`config.mk`:
```
export PLATFORM = sky130hd
export DESIGN_NAME = tfp_pwm
export DESIGN_NICKNAME = d
export VERILOG_FILES = /design/src/tfp_channel.v /design/src/tfp_pwm.v
export VERILOG_INCLUDE_DIRS = /design/src /design/src/shared
export SDC_FILE = /design/constraint.sdc
export NUM_CORES = 1
export LEC_CHECK = 0
export ABC_AREA = 1
export BUFFER_PORTS_ARGS = -buffer_cell sky130_fd_sc_hd__buf_4
export CORE_AREA = 2 2 162 164
export DETAILED_ROUTE_END_ITERATION = 16
export DIE_AREA = 0 0 164 166
export GPL_TIMING_DRIVEN = 0
export PLACE_DENSITY = 0.5
export SETUP_SLACK_MARGIN = 0.3
export SLEW_MARGIN = 25
export SYNTH_ARGS = -nofsm -noshare
export SYNTH_HDL_FRONTEND = slang
export SYNTH_HIERARCHICAL = 1
export SYNTH_SLANG_ARGS = --single-unit
```
`constraint.sdc`:
```
create_clock -name clk_i -period 7.75 [get_ports clk_i]
set_clock_uncertainty 0.15 [all_clocks]
set_input_delay 0.3875 -clock clk_i [delete_from_list [all_inputs] [get_ports clk_i]]
set_output_delay 0.3875 -clock clk_i [all_outputs]
set_load 0.01 [all_outputs]
```
`src/shared/tfp_consts.vh`:
```
/*
 * Constants for the 16-bit timer waveform generator: mode codes,
 * fixed top values, compare output mode codes and reset values.
 * Assumes it is included by bare name from the design files.
 */
`ifndef TFP_CONSTS_VH
`define TFP_CONSTS_VH

// ********************************
// Waveform mode select codes
// ********************************
`define TFP_MODE_PC8 4'h1
`define TFP_MODE_PC9 4'h2
`define TFP_MODE_PC10 4'h3
`define TFP_MODE_FP8 4'h5
`define TFP_MODE_FP9 4'h6
`define TFP_MODE_FP10 4'h7
`define TFP_MODE_PC_CAP 4'hA
`define TFP_MODE_PC_CMPA 4'hB
`define TFP_MODE_FP_CAP 4'hE
`define TFP_MODE_FP_CMPA 4'hF

// ********************************
// Counter values
// ********************************
`define TFP_TOP_8BIT 16'h00FF
`define TFP_TOP_9BIT 16'h01FF
`define TFP_TOP_10BIT 16'h03FF
`define TFP_CNT_MAX 16'hFFFF
`define TFP_BOTTOM 16'h0000
`define TFP_STEP 16'h0001

// ********************************
// Compare output mode codes
// ********************************
`define TFP_COM_OFF 2'h0
`define TFP_COM_TOGGLE 2'h1
`define TFP_COM_NONINV 2'h2
`define TFP_COM_INV 2'h3

// ********************************
// Reset values
// ********************************
`define TFP_RST_CNT 16'h0000
`define TFP_RST_CMP 16'h0000
`define TFP_RST_FLAG 1'b0
`define TFP_RST_OC 1'b0
`define TFP_RST_UP 1'b1

`endif

```
`src/tfp_channel.v`:
```
/*
 * One compare channel: buffered and active compare value, the internal
 * compare output level and the pin override.
 * Assumes the counter, tick and top events come from the timer core on
 * the same clock.
 */
`include "tfp_consts.vh"

module tfp_channel #(
	parameter W = 16,
	parameter TOGGLE_EN = 1'b0
) (
	// Clock and reset
	input wire clk_i,
	input wire rst_i,
	// Core timing
	input wire tick_i,
	input wire fast_i,
	input wire phase_i,
	input wire up_i,
	input wire at_top_i,
	input wire top_evt_i,
	input wire [W-1:0] cnt_i,
	// Compare value access
	input wire wr_i,
	input wire [W-1:0] wdata_i,
	input wire direct_i,
	// Output control
	input wire [1:0] com_i,
	input wire port_val_i,
	input wire pin_dir_i,
	// Results
	output wire match_o,
	output wire [W-1:0] act_o,
	output reg pin_o,
	output reg pin_oe_o
);

	reg [W-1:0] buf_r; // Written value, waits for top
	reg [W-1:0] act_r; // Value the counter is compared with
	reg oc_r; // Internal compare output level
	wire clr_side; // Match that acts like the rising slope

	assign match_o = (cnt_i == act_r);
	assign act_o = act_r;
	// Bottom counts as up-slope and top as down-slope, so 0 and top give
	// steady levels in dual-slope mode
	assign clr_side = (cnt_i == `TFP_BOTTOM) | (up_i & ~at_top_i);

	// ********************************
	// Compare value buffering
	// ********************************
	always @(posedge clk_i)
	begin
		if (rst_i)
		begin
			buf_r <= `TFP_RST_CMP;
			act_r <= `TFP_RST_CMP;
		end
		else
		begin
			// Writes always land in the buffer
			if (wr_i)
				buf_r <= wdata_i;
			// Non-PWM modes see the value at once
			if (wr_i & direct_i)
				act_r <= wdata_i;
			else if (top_evt_i)
				act_r <= buf_r;
		end
	end

	// ********************************
	// Compare output level
	// ********************************
	always @(posedge clk_i)
	begin
		if (rst_i)
			oc_r <= `TFP_RST_OC;
		else if (tick_i)
		begin
			if (com_i == `TFP_COM_TOGGLE)
			begin
				// Toggle on each match in fast or dual-slope mode, channel A only; 50% duty in fast mode
				if (TOGGLE_EN && (fast_i | phase_i) && match_o)
					oc_r <= ~oc_r;
			end
			else if (com_i != `TFP_COM_OFF)
			begin
				if (fast_i)
				begin
					// Bottom action wins, so compare equal top is steady
					if (top_evt_i)
						oc_r <= (com_i == `TFP_COM_NONINV);
					else if (match_o)
						oc_r <= (com_i == `TFP_COM_INV);
				end
				else if (phase_i && match_o)
				begin
					if (clr_side)
						oc_r <= (com_i == `TFP_COM_INV);
					else
						oc_r <= (com_i == `TFP_COM_NONINV);
				end
			end
		end
	end

	// ********************************
	// Pin override, registered
	// ********************************
	always @(posedge clk_i)
	begin
		if (rst_i)
		begin
			pin_o <= `TFP_RST_OC;
			pin_oe_o <= `TFP_RST_OC;
		end
		else
		begin
			pin_o <= (com_i != `TFP_COM_OFF) ? oc_r : port_val_i;
			pin_oe_o <= pin_dir_i;
		end
	end

endmodule

```
`src/tfp_pwm.v`:
```
/*
 * 16-bit timer waveform generator with single-slope and dual-slope
 * PWM, two compare channels and the overflow, compare and capture flags.
 * Assumes a prescaler supplies a one-cycle tick enable and that software
 * logic on the same clock drives the configuration and write strobes.
 */
// Operation
// - Modes 5,6,7,14,15 count single-slope upward
// - Fast top fixed, capture or compare A
// - Non-inverted clears on match, sets at bottom
// - Output mode two normal, three inverted
// - Fast mode sets overflow at top
// - Top source flag set with overflow
// - Fixed top masks upper compare bits
// - Capture top is unbuffered, may wrap
// - Compare A buffered, loads at top
// - Counter equal compare sets channel flag
// - Pin driven only when direction is output
// - Compare zero spikes, compare top steady
// - Output mode one toggles channel A
// - Period is top plus one ticks
// - Programmable top spans two to sixteen bits
// - Modes 1,2,3,10,11 count dual-slope
// - Dual top fixed, capture or compare A
// - Dual clears up-match, sets down-match
// - Dual mode sets overflow at bottom
// - Dual loads buffers and flags at top
// - Output mode zero leaves output alone
// - Nonzero output mode overrides port value
`include "tfp_consts.vh"

module tfp_pwm #(
	parameter W = 16,
	parameter NCH = 2
) (
	// Clock and reset
	input wire clk_i,
	input wire rst_i,
	// Prescaler
	input wire tick_i,
	// Configuration
	input wire [3:0] waveform_mode_select_i,
	input wire [1:0] compare_output_mode_a_i,
	input wire [1:0] compare_output_mode_b_i,
	input wire [W-1:0] capture_value_i,
	// Compare value writes
	input wire compare_value_a_wr_i,
	input wire compare_value_b_wr_i,
	input wire [W-1:0] compare_value_wdata_i,
	// Flag clears, one bit per flag
	input wire overflow_flag_clr_i,
	input wire compare_flag_a_clr_i,
	input wire compare_flag_b_clr_i,
	input wire capture_flag_clr_i,
	// Port pins
	input wire port_value_a_i,
	input wire port_value_b_i,
	input wire pin_direction_bit_a_i,
	input wire pin_direction_bit_b_i,
	// Status
	output wire [W-1:0] counter_value_o,
	output reg overflow_flag_o,
	output reg compare_flag_a_o,
	output reg compare_flag_b_o,
	output reg capture_flag_o,
	// Pins
	output wire compare_output_a_o,
	output wire compare_output_a_oe_o,
	output wire compare_output_b_o,
	output wire compare_output_b_oe_o
);

	// ********************************
	// Mode decoding
	// ********************************

	// Single-slope PWM modes
	function is_fast;
		input [3:0] m;
		begin
			is_fast = (m == `TFP_MODE_FP8) | (m == `TFP_MODE_FP9) |
				(m == `TFP_MODE_FP10) | (m == `TFP_MODE_FP_CAP) |
				(m == `TFP_MODE_FP_CMPA);
		end
	endfunction

	// Dual-slope PWM modes
	function is_phase;
		input [3:0] m;
		begin
			is_phase = (m == `TFP_MODE_PC8) | (m == `TFP_MODE_PC9) |
				(m == `TFP_MODE_PC10) | (m == `TFP_MODE_PC_CAP) |
				(m == `TFP_MODE_PC_CMPA);
		end
	endfunction

	// Fixed top of the mode, all ones when the mode has none
	function [W-1:0] fixed_top;
		input [3:0] m;
		begin
			case (m)
				`TFP_MODE_FP8, `TFP_MODE_PC8:
					fixed_top = `TFP_TOP_8BIT;
				`TFP_MODE_FP9, `TFP_MODE_PC9:
					fixed_top = `TFP_TOP_9BIT;
				`TFP_MODE_FP10, `TFP_MODE_PC10:
					fixed_top = `TFP_TOP_10BIT;
				default:
					fixed_top = `TFP_CNT_MAX;
			endcase
		end
	endfunction

	// ********************************
	// Declarations
	// ********************************
	reg [W-1:0] cnt_r; // Counter value
	reg up_r; // Counting direction, high while counting up
	reg [W-1:0] top_w; // Current top value
	wire fast_w; // Single-slope mode active
	wire phase_w; // Dual-slope mode active
	wire top_a_w; // Compare A defines top
	wire top_cap_w; // Capture value defines top
	wire at_top_w; // Counter equals top
	wire top_evt_w; // Tick on which top is taken
	wire ovf_set_w; // Overflow flag set event
	wire [W-1:0] wmask_w; // Mask applied to compare writes
	wire [W-1:0] wdata_w; // Masked compare write data
	wire [NCH-1:0] match_w; // Per-channel match
	wire [NCH*W-1:0] act_w; // Per-channel active compare values
	wire [NCH-1:0] wr_w; // Per-channel write strobes
	wire [2*NCH-1:0] com_w; // Per-channel output modes
	wire [NCH-1:0] port_w; // Per-channel port values
	wire [NCH-1:0] dir_w; // Per-channel pin direction bits
	wire [NCH-1:0] pin_w; // Per-channel pin levels
	wire [NCH-1:0] oe_w; // Per-channel pin enables

	assign fast_w = is_fast(waveform_mode_select_i);
	assign phase_w = is_phase(waveform_mode_select_i);
	assign top_a_w = (waveform_mode_select_i == `TFP_MODE_FP_CMPA) |
		(waveform_mode_select_i == `TFP_MODE_PC_CMPA);
	assign top_cap_w = (waveform_mode_select_i == `TFP_MODE_FP_CAP) |
		(waveform_mode_select_i == `TFP_MODE_PC_CAP);

	// ********************************
	// Top selection
	// ********************************

	// Capture top is read straight from the port: no buffer, so a value
	// written below the count is missed until the counter wraps
	always @*
	begin
		if (top_cap_w)
			top_w = capture_value_i;
		else if (top_a_w)
			top_w = act_w[W-1:0];
		else
			top_w = fixed_top(waveform_mode_select_i);
	end

	assign at_top_w = (cnt_r == top_w);
	// Fast mode takes top while clearing; dual mode on the turn at top
	assign top_evt_w = tick_i & at_top_w & (fast_w | (phase_w & up_r));

	// Unused upper bits drop out on any compare write in fixed modes
	assign wmask_w = fixed_top(waveform_mode_select_i);
	assign wdata_w = compare_value_wdata_i & wmask_w;

	// ********************************
	// Counter
	// ********************************

	// Period in fast mode is top plus one ticks; the tick itself carries
	// the prescaler division
	always @(posedge clk_i)
	begin
		if (rst_i)
		begin
			cnt_r <= `TFP_RST_CNT;
			up_r <= `TFP_RST_UP;
		end
		else if (tick_i)
		begin
			if (fast_w)
			begin
				// Restart from bottom on the tick after top
				up_r <= 1'b1;
				if (at_top_w)
					cnt_r <= `TFP_BOTTOM;
				else
					cnt_r <= cnt_r + `TFP_STEP;
			end
			else if (phase_w)
			begin
				if (up_r)
				begin
					// Top stands for one tick, then the count falls
					if (at_top_w)
					begin
						up_r <= 1'b0;
						cnt_r <= cnt_r - `TFP_STEP;
					end
					else
						cnt_r <= cnt_r + `TFP_STEP;
				end
				else
				begin
					// Turn at bottom
					if (cnt_r == `TFP_BOTTOM)
					begin
						up_r <= 1'b1;
						cnt_r <= cnt_r + `TFP_STEP;
					end
					else
						cnt_r <= cnt_r - `TFP_STEP;
				end
			end
			else
			begin
				// Other modes are outside this block: free-running up count
				up_r <= 1'b1;
				cnt_r <= cnt_r + `TFP_STEP;
			end
		end
	end

	assign counter_value_o = cnt_r;

	// ********************************
	// Flags
	// ********************************

	// Overflow: top in fast mode, bottom in dual mode, wrap otherwise
	assign ovf_set_w = tick_i & (fast_w ? at_top_w :
		phase_w ? (~up_r & (cnt_r == `TFP_BOTTOM)) :
		(cnt_r == `TFP_CNT_MAX));

	// A set arriving with a clear wins, so no event is lost
	always @(posedge clk_i)
	begin
		if (rst_i)
		begin
			overflow_flag_o <= `TFP_RST_FLAG;
			compare_flag_a_o <= `TFP_RST_FLAG;
			compare_flag_b_o <= `TFP_RST_FLAG;
			capture_flag_o <= `TFP_RST_FLAG;
		end
		else
		begin
			overflow_flag_o <= (overflow_flag_o & ~overflow_flag_clr_i) | ovf_set_w;
			// Compare A also flags top when it defines top
			compare_flag_a_o <= (compare_flag_a_o & ~compare_flag_a_clr_i) |
				(tick_i & match_w[0]) | (top_evt_w & top_a_w);
			compare_flag_b_o <= (compare_flag_b_o & ~compare_flag_b_clr_i) |
				(tick_i & match_w[1]);
			capture_flag_o <= (capture_flag_o & ~capture_flag_clr_i) |
				(top_evt_w & top_cap_w);
		end
	end

	// ********************************
	// Compare channels
	// ********************************

	// Gather per-channel controls so one loop builds both channels
	assign wr_w = {compare_value_b_wr_i, compare_value_a_wr_i};
	assign com_w = {compare_output_mode_b_i, compare_output_mode_a_i};
	assign port_w = {port_value_b_i, port_value_a_i};
	assign dir_w = {pin_direction_bit_b_i, pin_direction_bit_a_i};

	// Only channel A may toggle; a compare above top never matches,
	// which software must avoid
	genvar g;
	generate
		for (g = 0; g < NCH; g = g + 1)
		begin : ch
			tfp_channel #(
				.W(W),
				.TOGGLE_EN((g == 0) ? 1'b1 : 1'b0)
			) u_chan (
				.clk_i(clk_i),
				.rst_i(rst_i),
				.tick_i(tick_i),
				.fast_i(fast_w),
				.phase_i(phase_w),
				.up_i(up_r),
				.at_top_i(at_top_w),
				.top_evt_i(top_evt_w),
				.cnt_i(cnt_r),
				.wr_i(wr_w[g]),
				.wdata_i(wdata_w),
				.direct_i(~(fast_w | phase_w)),
				.com_i(com_w[2*g+1:2*g]),
				.port_val_i(port_w[g]),
				.pin_dir_i(dir_w[g]),
				.match_o(match_w[g]),
				.act_o(act_w[W*g+W-1:W*g]),
				.pin_o(pin_w[g]),
				.pin_oe_o(oe_w[g])
			);
		end
	endgenerate

	// ********************************
	// Pin outputs, registered in the channels
	// ********************************
	assign compare_output_a_o = pin_w[0];
	assign compare_output_a_oe_o = oe_w[0];
	assign compare_output_b_o = pin_w[1];
	assign compare_output_b_oe_o = oe_w[1];

endmodule

```
==> reports/results.tsv <==
stage	metric	value	unit
yosys	yosys warns	6	
floorplan	CORE AREA	25600	um^2
yosys	register bit total from synthesis	91	
timing	achievable frequency	304	MHz
timing	Worst Setup Slack, final	4460	ps
final_layout	final instance area	7530	um^2
global_route	met3 Track Usage GR	2.42	%
detailed_routing	total iterations of the first detailed-routing run	6	
worst_setup_path	WP data arrival	3430	ps
timing	fin. max-slew vios	0	
worst_setup_path	worst reg-to-reg setup slack	4460	ps
detailed_routing	vias post-DR	6786	
floorplan	Initial Util	24.4	%
yosys	sequential share of the synthesized area	29.1	%
global_route	GRT Overall Usage	17.1	%
final_layout	# diodes	0	
power	PD cells	171	nW/um^2
worst_setup_path	Top Family by Delay on Critical Path	buffers and inverters	
global_route	gr busiest metal	met2	
timing	TNS Setup	0	ps
floorplan	num rows	59	
cts	root buf cell	clkbuf_16	
global_route	GR Util met1	22.3	%
power	total power	1.29	mW
worst_setup_path	WP data required	7890	ps
placement	hpwl dp	17800	um
detailed_routing	WL final	22500	um
detailed_routing	Starting DRT DRC Count	383	
timing	# setup viols final	0	
worst_setup_path	CP cell instances	clkbuf_1 > inv_1 > nand2_1 > nand2_1 > nor2_1 > nand2_2 > nor2_4 > nand2_4 > nor2_1 > clkbuf_8 > clkbuf_1 > nand2_1 > a31oi_1	
timing	RSZ-0062 raised after global routing	no	
placement	IO Port Bufs	75	
placement	GPL Wtd Cong	0.895	
timing	Slew @ Worst Pin	734	ps
yosys	cell accounting for the most synthesized area	dfxtp_1	
hold_path	hold crit path type	primary input to flip-flop	
yosys	most frequent cells after synthesis	nand2_1, nor2_1, inv_1, o21ai_0, dfxtp_1	
final_layout	Layout Nets	1201	
worst_setup_path	startpoint types	flip-flop	
yosys	proportion of netlist area held by the largest area contributor	29.1	%
worst_setup_path	crit end category	flip-flop	
placement	pre-CTS WS	4540	ps
hold_path	min-delay src	pin_direction_bit_b_i	
placement	Placed Area	7240	um^2
final_layout	layout cells sized above 1	12.4	%
global_route	global-route wire length before repair	36500	um
worst_setup_path	CP Capture Point	ch[1].u_chan/act_o[0]	
floorplan	die width	164	um
worst_setup_path	cell depth of the worst setup path	13	
cts	clock sinks	91	
cts	TritonCTS Buffers	9	
timing	Relative slew margins	51.0	%
timing	Min Clock Period, post-route	3290	ps
cts	clock tree buffer depth	2	
yosys	syn_area_per_cell	5.91	um^2
final_layout	area delta synth->final	20.4	%
flow_run	Max Cap Violations	0	
cts	H-tree depth	3	
yosys	most frequent cell after synthesis	nand2_1	
worst_setup_path	max incr delay on CP	520	ps
worst_setup_path	Crit. Startpoint	counter_value_o[11]	
timing	Final Cycle Share	42.5	%
worst_setup_path	crit path max fanout	10	
cts	Setup Fix Bufs, Post-CTS	0	
global_route	grt total ovfl	0	
worst_setup_path	Reg2Reg Launch Point	counter_value_o[11]	
power	leakage	3.52	nW
floorplan	die area	27200	um^2
cts	post_cts resized	0	
detailed_routing	via/cell ratio	4.57	
yosys	EDFF count, synth	0	
global_route	met2 usage	29.7	%
global_route	initial antenna violation count	0	
yosys	synth top area cells	dfxtp_1, nand2_1, nor2_1	
worst_setup_path	Crit path top cell by count	nand2_1	
detailed_routing	DR WL/cell	15.2	um
timing	final hold vios	0	
worst_setup_path	Worst Setup Path Type	flip-flop to flip-flop	
detailed_routing	Final ANT Viol Nets	0	
cts	Worst-Skew Late Latency	360	ps
cts	Clock transition at path regs	80	ps
worst_setup_path	Reg2Reg Depth	13	
yosys	Synth Net Count	1115	
worst_setup_path	Bufs and invs on worst path	4	
cts	cts hold-fix bufs	0	
worst_setup_path	CP max-delay cell	dfxtp_1	
outcome	status	finished clean	
final_layout	fillers	2951	
detailed_routing	DRC	0	
worst_setup_path	Critical R2R Capture	ch[1].u_chan/act_o[0]	
global_route	number of global-route vias before repair	6671	
yosys	post-synth cell types	39	
floorplan	Die Span Y	166	um
global_route	largest net degree at the start of global routing	19	
cts	TritonCTS clock tree	yes	
power	Peak VDD IR	0.0000943	V
yosys	area of the mapped netlist	6250	um^2
yosys	ys async rst share	0	%
floorplan	# IOs	77	
yosys	top_reg_cell synth	dfxtp_1	
yosys	Post-Syn Instances	1059	
timing	minimum hold slack	78.4	ps
==> metrics by stage <==
| step | utilization (%) | instances |
|---|---|---|
| floorplan | - | 1059 |
| global placement | 28.2 | 1469 |
| detailed placement | 28.2 | 1469 |
| CTS | 29.4 | 1485 |
| global route | 29.4 | 1485 |
| finish | 29.4 | 1485 |
==> how the worst min path moves through the flow <==
stage | to | slack [ps] | depth (start not counted)
floorplan | ch[0].u_chan/act_o[14] | 290 | 2
global placement | ch[0].u_chan/act_o[14] | 300 | 2
detailed placement | compare_flag_b_o | 300 | 2
CTS | ch[1].u_chan/pin_oe_o | 70 | 3
global route | ch[1].u_chan/pin_oe_o | 100 | 3
finish | ch[1].u_chan/pin_oe_o | 80 | 3
==> placed cells by master, fill, tap and decap left out, types with 4 or more instances in the layout <==
cell and count:
a21oi_1 25, a31oi_1 38, buf_2 9, buf_4 77
buf_6 5, clkbuf_1 24, clkbuf_16 9, dfxtp_1 91
inv_1 126, inv_2 5, nand2_1 282, nand2_2 8
nand3_1 58, nand3_2 6, nand4_1 21, nor2_1 191
nor2_4 4, nor3_1 4, nor4_1 6, o21ai_0 96
xor2_1 28
==> cell families (layout without fill, tap and decap cells) <==
logic type | Yosys count | after routing | synth area share, %
adder cells (fa/ha/maj) | 3 | 3 | 0.600
buffers and inverters | 177 | 268 | 11.7
flip-flops | 91 | 91 | 29.1
AND/OR/NAND/NOR | 590 | 590 | 39.7
AO/OA/AOI/OAI | 169 | 169 | 14.8
XOR/XNOR | 29 | 29 | 4.06
==> layout make-up <==
type / count / area, um^2 / share of cell area (%)
repair buffers: 75 / 563 / 7.48
plain buffers: 43 / 228 / 3.02
clock inverters: 7 / 67.6 / 0.897
clock buffers: 9 / 225 / 2.99
inverters: 134 / 505 / 6.71
multi-input cells: 791 / 3700 / 49.1
well taps: 335 / 419 / 5.57
flip-flops and latches: 91 / 1820 / 24.2
==> registers in the layout (all words and copies together), names as in the netlist, 2 cells and up <==
name	count
ch.u_chan/act_o	32
ch.u_chan/buf_r	32
counter_value_o	16
ch.u_chan/oc_r	2
ch.u_chan/pin_o	2
ch.u_chan/pin_oe_o	2
==> per-layer routing <==
| layer | wire length [um] | share of wire, % | vias up |
|---|---|---|---|
| met4 | 349 | 1.6 | 0 |
| met2 | 10900 | 48 | 147 |
| met1 | 10400 | 46 | 3067 |
| li1 | - | - | 3547 |
| met5 | 0 | 0 | - |
| met3 | 914 | 4.1 | 25 |
==> tightest hold or removal path, stage by stage <==
cell and delay (ps):
buf_4 80, inv_1 30, nor2_1 60
==> report_power, final <==
part	leakage, nW	switching, mW	internal [mW]	total, mW
Combinational	2.63	0.183	0.112	0.295
Sequential	0.751	0.0419	0.497	0.539
Clock	0.145	0.227	0.227	0.453
(Power assumes the default switching activity.)
